===== src/pkg/irq_prio_map.svh =====
// Offsets, reset values and field positions of the enable registers.
// Assumes inclusion by bare name, once per compilation unit.
`ifndef IRQ_PRIO_MAP_SVH
`define IRQ_PRIO_MAP_SVH
// Printed offsets are register indices; byte address is index times four
`define G0_HIGH_INDEX 12'hfc1
`define G0_LOW_INDEX 12'hfc2
`define G1_HIGH_INDEX 12'hfc4
`define G1_LOW_INDEX 12'hfc5
`define REQ_INDEX 12'hfc0
`define CTRL_INDEX 12'hfc3
`define ENABLE_RESET 8'h00
`define DAC_BIT 3'h6
`define G1_WRITE_MASK 8'hbf
`define DMA1_BIT 3'h5
`define DMA0_BIT 3'h4
`define CTRL_GIE_BIT 5'h00
`endif


===== src/pkg/irq_prio_pkg.sv =====
// Types shared by the enable/priority block.
// Assumes nothing beyond a SystemVerilog compiler.
package irq_prio_pkg;
  typedef enum logic [1:0] {
    prio_off = 2'b00,
    prio_low = 2'b01,
    prio_nominal = 2'b10,
    prio_high = 2'b11
  } prio_t;
  typedef enum logic [1:0] {
    bus_idle = 2'b00,
    bus_write = 2'b01,
    bus_read = 2'b10
  } bus_phase_t;
endpackage : irq_prio_pkg


===== src/verilog/irq_enable_priority_regs.sv =====
// Interrupt enable/priority registers for request groups 0 and 1, with arbitration.
// Assumes an AHB-Lite master on clk, request lines synchronous to clk.
`timescale 1ns/100ps
`include "irq_prio_map.svh"

module irq_enable_priority_regs (
  input wire logic clk,
  input wire logic rst_n,
  input wire logic hsel,
  input wire logic [31:0] haddr,
  input wire logic [1:0] htrans,
  input wire logic hwrite,
  input wire logic [2:0] hsize,
  input wire logic [31:0] hwdata,
  input wire logic hready,
  output logic [31:0] hrdata,
  output logic hreadyout,
  output logic hresp,
  input wire logic [7:0] request_group0,
  input wire logic [7:0] request_group1,
  output logic [15:0] prio_group0,
  output logic [15:0] prio_group1,
  output logic irq_valid,
  output logic [3:0] irq_source,
  output logic [1:0] irq_level
);

  ////////////////////////////////////////////////////////////////////////////
  // Reset release
  logic rst_sync1;
  logic rst_sync2;
  always_ff @(posedge clk or negedge rst_n) begin
    if (!rst_n) begin
      rst_sync1 <= 1'b0;
      rst_sync2 <= 1'b0;
    end else begin
      rst_sync1 <= 1'b1;
      rst_sync2 <= rst_sync1;
    end
  end
  wire logic rst_core_n = rst_sync2;

  ////////////////////////////////////////////////////////////////////////////
  // Functions
  function automatic irq_prio_pkg::prio_t decode_prio(input logic hi, input logic lo);
    decode_prio = irq_prio_pkg::prio_t'({hi, lo});
  endfunction : decode_prio

  // Winner of one group of eight: {found, index, level}; lower index wins ties
  function automatic logic [5:0] pick_best(input logic [7:0] req, input logic [15:0] prio);
    logic [5:0] best;
    logic [1:0] lvl;
    best = 6'h00;
    lvl = 2'b00;
    for (int x = 7; x >= 0; x--) begin
      lvl = req[x] ? prio[2*x +: 2] : 2'b00;
      if (lvl != 2'b00 && lvl >= best[1:0]) begin
        best = {1'b1, 3'(x), lvl};
      end
    end
    pick_best = best;
  endfunction : pick_best

  ////////////////////////////////////////////////////////////////////////////
  // Bus address phase capture
  logic [7:0] group0_enable_high;
  logic [7:0] group0_enable_low;
  logic [7:0] group1_enable_high;
  logic [7:0] group1_enable_low;
  logic global_enable;
  irq_prio_pkg::bus_phase_t phase;
  logic [11:0] phase_index;

  wire logic take = hsel && hready && htrans[1];
  wire logic [11:0] addr_index = haddr[13:2];
  wire irq_prio_pkg::bus_phase_t next_phase =
    !take ? irq_prio_pkg::bus_idle :
    (hwrite ? irq_prio_pkg::bus_write : irq_prio_pkg::bus_read);

  always_ff @(posedge clk or negedge rst_core_n) begin
    if (!rst_core_n) begin
      phase <= irq_prio_pkg::bus_idle;
    end else begin
      phase <= next_phase;
    end
  end

  always_ff @(posedge clk or negedge rst_core_n) begin
    if (!rst_core_n) begin
      phase_index <= 12'h000;
    end else begin
      phase_index <= addr_index;
    end
  end

  ////////////////////////////////////////////////////////////////////////////
  // Register writes
  wire logic wr = (phase == irq_prio_pkg::bus_write);
  wire logic wr_g0h = wr && (phase_index == `G0_HIGH_INDEX);
  wire logic wr_g0l = wr && (phase_index == `G0_LOW_INDEX);
  wire logic wr_g1h = wr && (phase_index == `G1_HIGH_INDEX);
  wire logic wr_g1l = wr && (phase_index == `G1_LOW_INDEX);
  wire logic wr_ctrl = wr && (phase_index == `CTRL_INDEX);
  // Dac bit keeps its stored value; only the writable bits take new data
  wire logic [7:0] g1_mask = `G1_WRITE_MASK;
  wire logic [7:0] next_g1h = (hwdata[7:0] & g1_mask) | (group1_enable_high & ~g1_mask);
  wire logic [7:0] next_g1l = (hwdata[7:0] & g1_mask) | (group1_enable_low & ~g1_mask);

  always_ff @(posedge clk or negedge rst_core_n) begin
    if (!rst_core_n) begin
      group0_enable_high <= `ENABLE_RESET;
    end else if (wr_g0h) begin
      group0_enable_high <= hwdata[7:0];
    end
  end

  always_ff @(posedge clk or negedge rst_core_n) begin
    if (!rst_core_n) begin
      group0_enable_low <= `ENABLE_RESET;
    end else if (wr_g0l) begin
      group0_enable_low <= hwdata[7:0];
    end
  end

  always_ff @(posedge clk or negedge rst_core_n) begin
    if (!rst_core_n) begin
      group1_enable_high <= `ENABLE_RESET;
    end else if (wr_g1h) begin
      group1_enable_high <= next_g1h;
    end
  end

  always_ff @(posedge clk or negedge rst_core_n) begin
    if (!rst_core_n) begin
      group1_enable_low <= `ENABLE_RESET;
    end else if (wr_g1l) begin
      group1_enable_low <= next_g1l;
    end
  end

  always_ff @(posedge clk or negedge rst_core_n) begin
    if (!rst_core_n) begin
      global_enable <= 1'b0;
    end else if (wr_ctrl) begin
      global_enable <= hwdata[`CTRL_GIE_BIT];
    end
  end

  ////////////////////////////////////////////////////////////////////////////
  // Register reads
  wire logic rd = (next_phase == irq_prio_pkg::bus_read);
  wire logic hit_g0h = (addr_index == `G0_HIGH_INDEX);
  wire logic hit_g0l = (addr_index == `G0_LOW_INDEX);
  wire logic hit_g1h = (addr_index == `G1_HIGH_INDEX);
  wire logic hit_g1l = (addr_index == `G1_LOW_INDEX);
  wire logic hit_ctrl = (addr_index == `CTRL_INDEX);
  wire logic hit_req = (addr_index == `REQ_INDEX);
  // A read whose address phase meets a write's data phase sees the new value
  wire logic [7:0] view_g0h = wr_g0h ? hwdata[7:0] : group0_enable_high;
  wire logic [7:0] view_g0l = wr_g0l ? hwdata[7:0] : group0_enable_low;
  wire logic [7:0] view_g1h = wr_g1h ? next_g1h : group1_enable_high;
  wire logic [7:0] view_g1l = wr_g1l ? next_g1l : group1_enable_low;
  wire logic view_gie = wr_ctrl ? hwdata[`CTRL_GIE_BIT] : global_enable;
  wire logic [7:0] sel_data =
    hit_g0h ? view_g0h :
    hit_g0l ? view_g0l :
    hit_g1h ? view_g1h :
    hit_g1l ? view_g1l :
    hit_ctrl ? {7'h00, view_gie} :
    8'h00;
  // Request view: group 1 in bits 15:8 above group 0, readable for polling
  wire logic [31:0] read_word = hit_req ?
    {16'h0000, request_group1, request_group0} : {24'h000000, sel_data};

  always_ff @(posedge clk or negedge rst_core_n) begin
    if (!rst_core_n) begin
      hrdata <= 32'h00000000;
    end else begin
      hrdata <= rd ? read_word : 32'h00000000;
    end
  end

  // Zero wait states and OKAY only: every transfer ends after one data phase
  always_ff @(posedge clk or negedge rst_core_n) begin
    if (!rst_core_n) begin
      hreadyout <= 1'b1;
    end else begin
      hreadyout <= 1'b1;
    end
  end

  always_ff @(posedge clk or negedge rst_core_n) begin
    if (!rst_core_n) begin
      hresp <= 1'b0;
    end else begin
      hresp <= 1'b0;
    end
  end

  ////////////////////////////////////////////////////////////////////////////
  // Source fields
  // Group 0 high bits, timer 2 down to i2c
  wire logic timer2_prio_hi = group0_enable_high[7];
  wire logic timer1_prio_hi = group0_enable_high[6];
  wire logic timer0_prio_hi = group0_enable_high[5];
  wire logic serial0_rx_prio_hi = group0_enable_high[4];
  wire logic serial0_tx_prio_hi = group0_enable_high[3];
  wire logic usb_prio_hi = group0_enable_high[2];
  wire logic usb_wake_prio_hi = group0_enable_high[1];
  wire logic i2c_prio_hi = group0_enable_high[0];
  // Group 1 high bits, spi 1 down to rtc
  wire logic spi1_prio_hi = group1_enable_high[7];
  wire logic dac_prio_hi = group1_enable_high[6];
  wire logic dma_ch1_prio_hi = group1_enable_high[5];
  wire logic dma_ch0_prio_hi = group1_enable_high[4];
  wire logic adc_prio_hi = group1_enable_high[3];
  wire logic spi0_prio_hi = group1_enable_high[2];
  wire logic lcd_prio_hi = group1_enable_high[1];
  wire logic rtc_prio_hi = group1_enable_high[0];
  wire logic dac_prio_lo = group1_enable_low[6];

  // Each source's level from its own high and low bit
  wire logic [1:0] timer2_level = decode_prio(timer2_prio_hi, group0_enable_low[7]);
  wire logic [1:0] timer1_level = decode_prio(timer1_prio_hi, group0_enable_low[6]);
  wire logic [1:0] timer0_level = decode_prio(timer0_prio_hi, group0_enable_low[5]);
  wire logic [1:0] serial0_rx_level = decode_prio(serial0_rx_prio_hi, group0_enable_low[4]);
  wire logic [1:0] serial0_tx_level = decode_prio(serial0_tx_prio_hi, group0_enable_low[3]);
  wire logic [1:0] usb_level = decode_prio(usb_prio_hi, group0_enable_low[2]);
  wire logic [1:0] usb_wake_level = decode_prio(usb_wake_prio_hi, group0_enable_low[1]);
  wire logic [1:0] i2c_level = decode_prio(i2c_prio_hi, group0_enable_low[0]);

  wire logic [1:0] spi1_level = decode_prio(spi1_prio_hi, group1_enable_low[7]);
  wire logic [1:0] dac_level = decode_prio(dac_prio_hi, dac_prio_lo);
  wire logic [1:0] dma_ch1_level = decode_prio(dma_ch1_prio_hi, group1_enable_low[5]);
  wire logic [1:0] dma_ch0_level = decode_prio(dma_ch0_prio_hi, group1_enable_low[4]);
  wire logic [1:0] adc_level = decode_prio(adc_prio_hi, group1_enable_low[3]);
  wire logic [1:0] spi0_level = decode_prio(spi0_prio_hi, group1_enable_low[2]);
  wire logic [1:0] lcd_level = decode_prio(lcd_prio_hi, group1_enable_low[1]);
  wire logic [1:0] rtc_level = decode_prio(rtc_prio_hi, group1_enable_low[0]);

  ////////////////////////////////////////////////////////////////////////////
  // Priority outputs and arbitration
  wire logic [15:0] next_prio0 = {timer2_level, timer1_level, timer0_level, serial0_rx_level,
    serial0_tx_level, usb_level, usb_wake_level, i2c_level};
  wire logic [15:0] next_prio1 = {spi1_level, dac_level, dma_ch1_level, dma_ch0_level,
    adc_level, spi0_level, lcd_level, rtc_level};

  // Sources 0..7 are group 0 bits, 8..15 group 1 bits (13 dma1, 12 dma0)
  wire logic [5:0] best0 = pick_best(request_group0, next_prio0);
  wire logic [5:0] best1 = pick_best(request_group1, next_prio1);
  // Group 1 wins if group 0 has no candidate, else only with a strictly higher level
  wire logic take1 = best1[5] && (!best0[5] || (best1[1:0] > best0[1:0]));
  wire logic [3:0] best_src = take1 ? {1'b1, best1[4:2]} : {1'b0, best0[4:2]};
  wire logic [1:0] best_lvl = take1 ? best1[1:0] : best0[1:0];

  wire logic next_valid = global_enable && (best0[5] || best1[5]);

  always_ff @(posedge clk or negedge rst_core_n) begin
    if (!rst_core_n) begin
      prio_group0 <= 16'h0000;
    end else begin
      prio_group0 <= next_prio0;
    end
  end

  always_ff @(posedge clk or negedge rst_core_n) begin
    if (!rst_core_n) begin
      prio_group1 <= 16'h0000;
    end else begin
      prio_group1 <= next_prio1;
    end
  end

  always_ff @(posedge clk or negedge rst_core_n) begin
    if (!rst_core_n) begin
      irq_valid <= 1'b0;
    end else begin
      irq_valid <= next_valid;
    end
  end

  always_ff @(posedge clk or negedge rst_core_n) begin
    if (!rst_core_n) begin
      irq_source <= 4'h0;
      irq_level <= 2'b00;
    end else begin
      irq_source <= next_valid ? best_src : 4'h0;
      irq_level <= next_valid ? best_lvl : 2'b00;
    end
  end

endmodule : irq_enable_priority_regs


===== config.mk =====
export PLATFORM = sky130hd
export DESIGN_NAME = irq_enable_priority_regs
export DESIGN_NICKNAME = d
export VERILOG_FILES = /design/src/pkg/irq_prio_pkg.sv /design/src/verilog/irq_enable_priority_regs.sv
export VERILOG_INCLUDE_DIRS = /design/src /design/src/pkg
export SDC_FILE = /design/constraint.sdc
export NUM_CORES = 1
export LEC_CHECK = 0
export BUFFER_PORTS_ARGS = -buffer_cell sky130_fd_sc_hd__clkbuf_2
export CELL_PAD_IN_SITES_DETAIL_PLACEMENT = 1
export CELL_PAD_IN_SITES_GLOBAL_PLACEMENT = 1
export CORE_ASPECT_RATIO = 1.5
export CORE_MARGIN = 3
export CORE_UTILIZATION = 35
export CTS_CLUSTER_DIAMETER = 60
export DETAILED_ROUTE_END_ITERATION = 6
export PLACE_DENSITY = 0.86
export REMOVE_ABC_BUFFERS = 1
export SLEW_MARGIN = 25
export SYNTH_ARGS = -nofsm -noshare
export SYNTH_HDL_FRONTEND = slang
export SYNTH_SLANG_ARGS = --single-unit

===== constraint.sdc =====
create_clock -name clk -period 2.8 [get_ports clk]
set_input_delay 0.42 -clock clk [delete_from_list [all_inputs] [get_ports clk]]
set_output_delay 0.42 -clock clk [all_outputs]
set_load 0.005 [all_outputs]

==> reports/qor.yml, run 1 <==
synth_compound_gate_area_share_pct: 14.7
root_buffer: "sky130_fd_sc_hd__clkbuf_16"
clock_insertion_delay_worst_skew_ps: 370
antennaDiodeCount: 0
grt_pass1_wl_um: 38100
fp.coreArea_um2: 14700
grt.total_usage_pct: 30.8
grt_overflow_total: 0
drt_drc_violations_left: 0
synth_flop_cell: "sky130_fd_sc_hd__dfrtp_1"
synth-seq-area-share_pct: 47.4
worstMarginPinSlew_ps: 1200
netlist_top_cells_area: "sky130_fd_sc_hd__dfrtp_1, sky130_fd_sc_hd__ha_1, sky130_fd_sc_hd__mux2_2, sky130_fd_sc_hd__and2_1, sky130_fd_sc_hd__nand2_1"
final_antenna_net_count: 0
violations: "setup timing"
synth_top_area_cell: "sky130_fd_sc_hd__dfrtp_1"
synth_top_area_share_pct: 47.4
area_delta_synth_final_pct: 61.1
rows: 54
setup.worst_path.end_class: "flop"
slowest_stage: "sky130_fd_sc_hd__dfrtp_1"
power_leakage_nw: 4.30
detailedPlacementHpwl_um: 13900
finish.cell_count_without_fillers: 1007
async_set_or_reset_register_ratio_after_synthesis_pct: 100
synthSimpleGateAreaFrac_pct: 18.5
post-route-min-period_ps: 9140
worst_path_dominant_cell_family: "simple AND/OR/NAND/NOR gates"
power_density_nw_per_um2: 476
post_drt_via_cell_ratio: 5.73
period_share_pct: 326
finClkSkew_ps: 13.6
start_util_pct: 36.0
synth.cells.most_frequent: "sky130_fd_sc_hd__dfrtp_1, sky130_fd_sc_hd__nand2_1, sky130_fd_sc_hd__nor2_1, sky130_fd_sc_hd__a21oi_1, sky130_fd_sc_hd__and2_1"
cts.htree.levels: 3
setup_slack_ps: -6340
floorplan.die_area_um2: 16600
rsz_0062_raised_after_global_routing: "yes"
timing.critical_path.required_ps: 3010
post_synthesis_cell_area_um2: 5280
max_freq_mhz: 109
cell_with_the_most_instances_after_synthesis: "sky130_fd_sc_hd__dfrtp_1"
synthesis.yosys.warnings: 0
die_y_um: 156
final_max_slew_viol_count: 0
die_w_um: 106
synth_cell_types: 67
num_vias: 5772
finalHoldViolCount: 0
routed_wl_um: 28700
crit_top_cell: "sky130_fd_sc_hd__buf_4"
drt_first_iter_violations: 382
tritoncts.num_buffers: 9
n_fill_cell: 1643
crit_fanout: 4
ys_ff_latch: 100
synth.avg_cell_area_um2: 10.5
critPathLaunchType: "flop"
synth_cells: 501
io-pin-count: 163
fin_hold_ws_ps: 178
timing.max_slew.rel_slack_pct: 19.4
synth.area.mux_share_pct: 7.25
wl_per_cell_um: 28.5
status: "finished, violations left"
yosys.area_share.adder_pct: 6.64
main_combinational_cell_family_by_area_after_synthesis: "simple AND/OR/NAND/NOR gates"
cp.buffers_inverters: 13
cts_tree: "yes"
setup_violations: 7
place_inst: 900
clkSinkCount: 100
synth-edff-count: 0
final_estimated_routing_congestion_in_global_placement: 0.922
grt_max_degree: 62
cts.clk_slew.worst_paths_ps: 80
drive_above_1_share_pct: 56.5
class_of_the_tightest_hold_or_removal_check: "in -> reg"
first_global_vias: 6466
drt-pass1-iter-count: 5
worst_ir_drop_vdd_mv: 0.382
max_cap_violations: 0
antenna_found_initial: 0
largest_stage_delay_on_the_critical_path_ps: 400
worstPathArrival_ps: 9350
synthXorXnorAreaFrac_pct: 0.166
num-nets-final: 924
critical_path_class: "reg -> reg"
place.port_buffers: 94
cts-root-to-sink-buffers: 2
## cell usage in the layout (no fill, tap or decap), types with 17 or more instances in the layout
cell,n
sky130_fd_sc_hd__a21oi_1,17
sky130_fd_sc_hd__and2_1,24
sky130_fd_sc_hd__buf_4,197
sky130_fd_sc_hd__clkbuf_2,94
sky130_fd_sc_hd__conb_1,21
sky130_fd_sc_hd__dfrtp_1,99
sky130_fd_sc_hd__ha_1,17
sky130_fd_sc_hd__inv_1,18
sky130_fd_sc_hd__mux2_2,23
sky130_fd_sc_hd__nand2_1,37
sky130_fd_sc_hd__nor2_1,27
## flip-flops by register name, indices dropped and copies added, names as in the netlist
signal and count:
rst_core_n 1, rst_sync1 1, hrdata 16, phase_index 12, irq_level 2, global_enable 1, group1_enable_low 7, prio_group0 16
irq_valid 1, irq_source 4, group0_enable_low 8, group1_enable_high 7, prio_group1 14, phase 2, group0_enable_high 8
## metrics by stage
stage                     power, mW  utilization, %  cell area (µm²)  TNS (ps)  worst slack [ps]
after floorplan                1.84               -             5170    -56870             -5700
after CTS                      3.77            55.2             8090    -37460             -5480
after global placement         2.17            46.2             6780    -40790             -5970
after detailed placement       2.22            46.2             6780    -46340             -6780
after global routing           4.16            58.0             8500    -44980             -6540
final                          4.05            58.0             8500    -43560             -6340
## logic make-up after synthesis
logic type / after synthesis
simple gates: 173
compound gates: 112
flops: 100
buf+inv: 51
mux: 34
fa+ha+maj: 28
other cells: 2
xor+xnor: 1
## power breakdown
| part | leakage (nW) | total, mW | switching, mW | internal (mW) |
|---|---|---|---|---|
| sequential | 1.28 | 1.54 | 0.0441 | 1.50 |
| combinational | 2.86 | 1.13 | 0.603 | 0.528 |
| clock | 0.153 | 1.38 | 0.660 | 0.720 |
| total | 4.30 | 4.05 | 1.31 | 2.74 |
## layer usage
layer / part of all wire (%) / vias to the layer above / GRT usage, %
li1: - / 2345 / -
met1: 33 / 2834 / 29.8
met2: 50 / 396 / 55.4
met3: 7.1 / 197 / 6.64
met4: 9.6 / 0 / 25.6
met5: 0 / - / 0
## final cells by class
cell class	instances	area, µm²	area share (%)
multi-input cells	369	3260	38.4
repair buffers	302	2080	24.5
well taps	196	245	2.88
inverters	24	90.1	1.06
flip-flops and latches	100	2510	29.5
clock inverters	7	93.8	1.10
clock buffers	9	225	2.65
## final timing paths
| path | from | endpoint | slack (ps) | cells after the start |
|---|---|---|---|---|
| worst max-delay path | group0_enable_low[7]$_DFF_PN0_ | irq_source[2]$_DFF_PN0_ | -6340 | 54 |
| worst min-delay path | haddr[9] | phase_index[7]$_DFF_PN0_ | 180 | 1 |
| worst max register to register | group0_enable_low[7]$_DFF_PN0_ | irq_source[2]$_DFF_PN0_ | -6340 | 54 |
| worst min register to register | rst_core_n$_DFF_PN0_ | prio_group0[12]$_DFF_PN0_ | 310 | 0 |
| max in group asynchronous | rst_core_n$_DFF_PN0_ | prio_group0[2]$_DFF_PN0_ | 1750 | 1 |
| min in group asynchronous | rst_core_n$_DFF_PN0_ | prio_group0[12]$_DFF_PN0_ | 310 | 0 |
## repair_timing
action                                  4_1_cts  5_1_grt
pin swaps                                    52       48
setup buffers                                70       20
hold buffers                                  1        0
endpoints found under the setup margin        7        7
resized for setup                            99       50
hold endpoints to repair                      2        0
Note: power is estimated with default switching activity, not from simulation.
==> run 2: changes to the inputs <==
Clock period 2.8 ns to 8.25 ns, I/O delays scaled along.
==> run 2 against run 1 <==
Compared with the run above:
- clock-buffer cell count unchanged
- largest power group unchanged
- global-route usage decreased by 4.7 points
- critical path depth shrank 1
- the run still ends with setup timing left
- highest routed layer unchanged
==> reports/qor.yml, run 2 (synthesis results as in run 1) <==
num-nets-final: 858  # was 924
wl_per_cell_um: 24.4  # was 28.5 µm
clock_power_share_pct: 33.7  # was 34.1%
antennaDiodeCount: 0  # unchanged
timing.critical_path.required_ps: 8550  # was 3010 ps
fp.coreArea_um2: 14700  # unchanged
crit_fanout: 7  # was 4
cts_tree: "yes"  # unchanged
status: "finished, violations left"  # unchanged
class_of_the_tightest_hold_or_removal_check: "reg -> async"  # was in -> reg
max_cap_violations: 0  # unchanged
num_vias: 5211  # was 5,772
post_drt_via_cell_ratio: 5.54  # was 5.73
grt_max_degree: 67  # was 62
cts.htree.levels: 3  # unchanged
total_power_mw: 1.32  # was 4.05 mW
routed_wl_um: 22900  # was 28,700 µm
antenna_found_initial: 0  # unchanged
place_inst: 852  # was 900
die_w_um: 106  # unchanged
switching_share_pct: 32.0  # was 32.3%
timing.max_slew.rel_slack_pct: 43.8  # was 19.4%
floorplan.die_area_um2: 16600  # unchanged
max_freq_mhz: 106
n_fill_cell: 1626  # was 1,643
critPathLaunchType: "primary input"  # was flop
place.port_buffers: 94  # unchanged
slowest_stage: "sky130_fd_sc_hd__mux2_4"  # was sky130_fd_sc_hd__dfrtp_1
net_load_switching_power_uw: 422  # was 1.31 mW
critical_path_class: "in -> reg"  # was reg -> reg
fin_hold_ws_ps: 282  # was 178 ps
mostFrequentLayoutCells: "sky130_fd_sc_hd__buf_4, sky130_fd_sc_hd__dfrtp_1, sky130_fd_sc_hd__clkbuf_2, sky130_fd_sc_hd__nand2_1, sky130_fd_sc_hd__nor2_1"  # unchanged
combPwrFrac_pct: 26.5  # was 27.9%
root_buffer: "sky130_fd_sc_hd__clkbuf_16"  # unchanged
grt.total_usage_pct: 26.1  # was 30.8%
rows: 54  # unchanged
grt_overflow_total: 0  # unchanged
multi_input_area_um2: 3240  # was 3260 µm²
drt_drc_violations_left: 0  # unchanged
largest_stage_delay_on_the_critical_path_ps: 340  # was 400 ps
die_y_um: 156  # unchanged
biggestRegsByFlops: "hrdata x16, prio_group0 x16, prio_group1 x14"  # unchanged
setup_violations: 7  # unchanged
most_common_cell_after_layout_fill_and_taps_aside: "sky130_fd_sc_hd__buf_4"  # unchanged
clkSinkCount: 100  # unchanged
final_antenna_net_count: 0  # unchanged
setup_slack_ps: -1190  # was -6340 ps
post-route-min-period_ps: 9440
cts.clk_slew.worst_paths_ps: 80  # about the same
cts-root-to-sink-buffers: 2  # unchanged
final_max_slew_viol_count: 0  # unchanged
tritoncts.num_buffers: 9  # unchanged
drive_above_1_share_pct: 52.3  # was 56.5%
final_core_utilization_pct: 54.4  # was 58.0%
rsz_0062_raised_after_global_routing: "yes"  # unchanged
io-pin-count: 163  # unchanged
cp.buffers_inverters: 7  # was 13
setup.worst_path.end_class: "flop"  # unchanged
worst_path_dominant_cell_family: "simple AND/OR/NAND/NOR gates"  # unchanged
detailedPlacementHpwl_um: 12800  # was 13,900 µm
period_share_pct: 114
area_delta_synth_final_pct: 51.1  # was 61.1%
drt_first_iter_violations: 357  # was 382
share_of_total_power_in_sequential_cells_pct: 39.8  # was 38.0%
finClkSkew_ps: 9.42  # was 13.6 ps
worstMarginPinSlew_ps: 843  # was 1200 ps
dp_slack_ps: -2100  # was -6780 ps
final_estimated_routing_congestion_in_global_placement: 0.893  # was 0.922
power_leakage_nw: 3.97  # was 4.30 nW
worstPathArrival_ps: 9740  # was 9350 ps
finalHoldViolCount: 0  # unchanged
crit_top_cell: "sky130_fd_sc_hd__a21oi_4"  # was sky130_fd_sc_hd__buf_4
drt-pass1-iter-count: 5  # unchanged
violations: "setup timing"  # unchanged
start_util_pct: 36.0  # unchanged
power_density_nw_per_um2: 165  # was 476 nW/µm²
grt_pass1_wl_um: 33000  # was 38,100 µm
clock_insertion_delay_worst_skew_ps: 370  # about the same
internal-power_uw: 896  # was 2.74 mW
first_global_vias: 5840  # was 6,466
finish.cell_count_without_fillers: 941  # was 1,007
layout.area.seq_um2: 2510  # unchanged
worst_ir_drop_vdd_mv: 0.0957  # was 0.382 mV
==> run 2: cell types whose count changed in the layout (fill, tap and decap cells not counted), sizes merged <==
| cell | delta |
|---|---|
| clkinvlp | -1 |
| dlygate4sd3 | -1 |
| buf | -63 |
| clkbuf | -2 |
| bufinv | -1 |
| clkinv | +2 |
==> run 2: power by group through the flow <==
| stage | Clock [mW] | Sequential [mW] | Combinational [mW] |
|---|---|---|---|
| 3_5_place_dp | 0 | 0.532 | 0.202 |
| 6_report | 0.444 | 0.524 | 0.350 |
| 4_1_cts | 0.441 | 0.522 | 0.280 |
| 2_1_floorplan | 0 | 0.533 | 0.0928 |
| 3_3_place_gp | 0 | 0.531 | 0.186 |
| 5_1_grt | 0.465 | 0.526 | 0.367 |
==> run 2: final cells by class <==
type	count	area share (%)
Inverter	24	1.13
Sequential cell	100	31.4
Clock buffer	9	2.82
Clock inverter	7	1.02
Multi-Input combinational cell	369	40.7
Timing Repair Buffer	236	19.9
Tap cell	196	3.07
==> run 2: final timing paths <==
| path | startpoint | end | slack [ps] | cells past startpoint |
|---|---|---|---|---|
| worst max register to register | group0_enable_low[7]$_DFF_PN0_ | irq_source[1]$_DFF_PN0_ | -670 | 52 |
| max in group asynchronous | rst_core_n$_DFF_PN0_ | prio_group0[2]$_DFF_PN0_ | 6740 | 1 |
| worst max-delay path | request_group0[7] | irq_source[1]$_DFF_PN0_ | -1190 | 53 |
| min in group clk | rst_sync1$_DFF_PN0_ | rst_core_n$_DFF_PN0_ | 360 | 0 |
| worst min-delay path | rst_core_n$_DFF_PN0_ | prio_group0[12]$_DFF_PN0_ | 280 | 0 |
| worst min register to register | rst_core_n$_DFF_PN0_ | prio_group0[12]$_DFF_PN0_ | 280 | 0 |
==> run 2: per-layer routing <==
layer | vias to the layer above | GRT usage, % | wire [µm] | part of all wire, %
met2 | 281 | 47.5 | 12100 | 53
met3 | 121 | 4.17 | 1260 | 5.5
li1 | 2221 | - | - | -
met5 | - | 0 | 0 | 0
met1 | 2588 | 25.9 | 7740 | 34
met4 | 0 | 21.2 | 1810 | 7.9
==> run 2: per-stage QoR <==
stage	setup TNS, ps	instance area [µm²]
floorplan	-5640	5170
global placement	-7070	6400
detailed placement	-13360	6400
CTS	-2930	7650
global route	-9760	7980
finish	-7580	7980
==> run 2: what timing repair did <==
item | 4_1_cts | 5_1_grt
endpoints found under the hold margin | 0 | 0
pin swaps | 50 | 47
gates resized for setup | 106 | 45
hold buffers | 0 | 0
endpoints found under the setup margin | 7 | 7
buffers inserted | 55 | 20
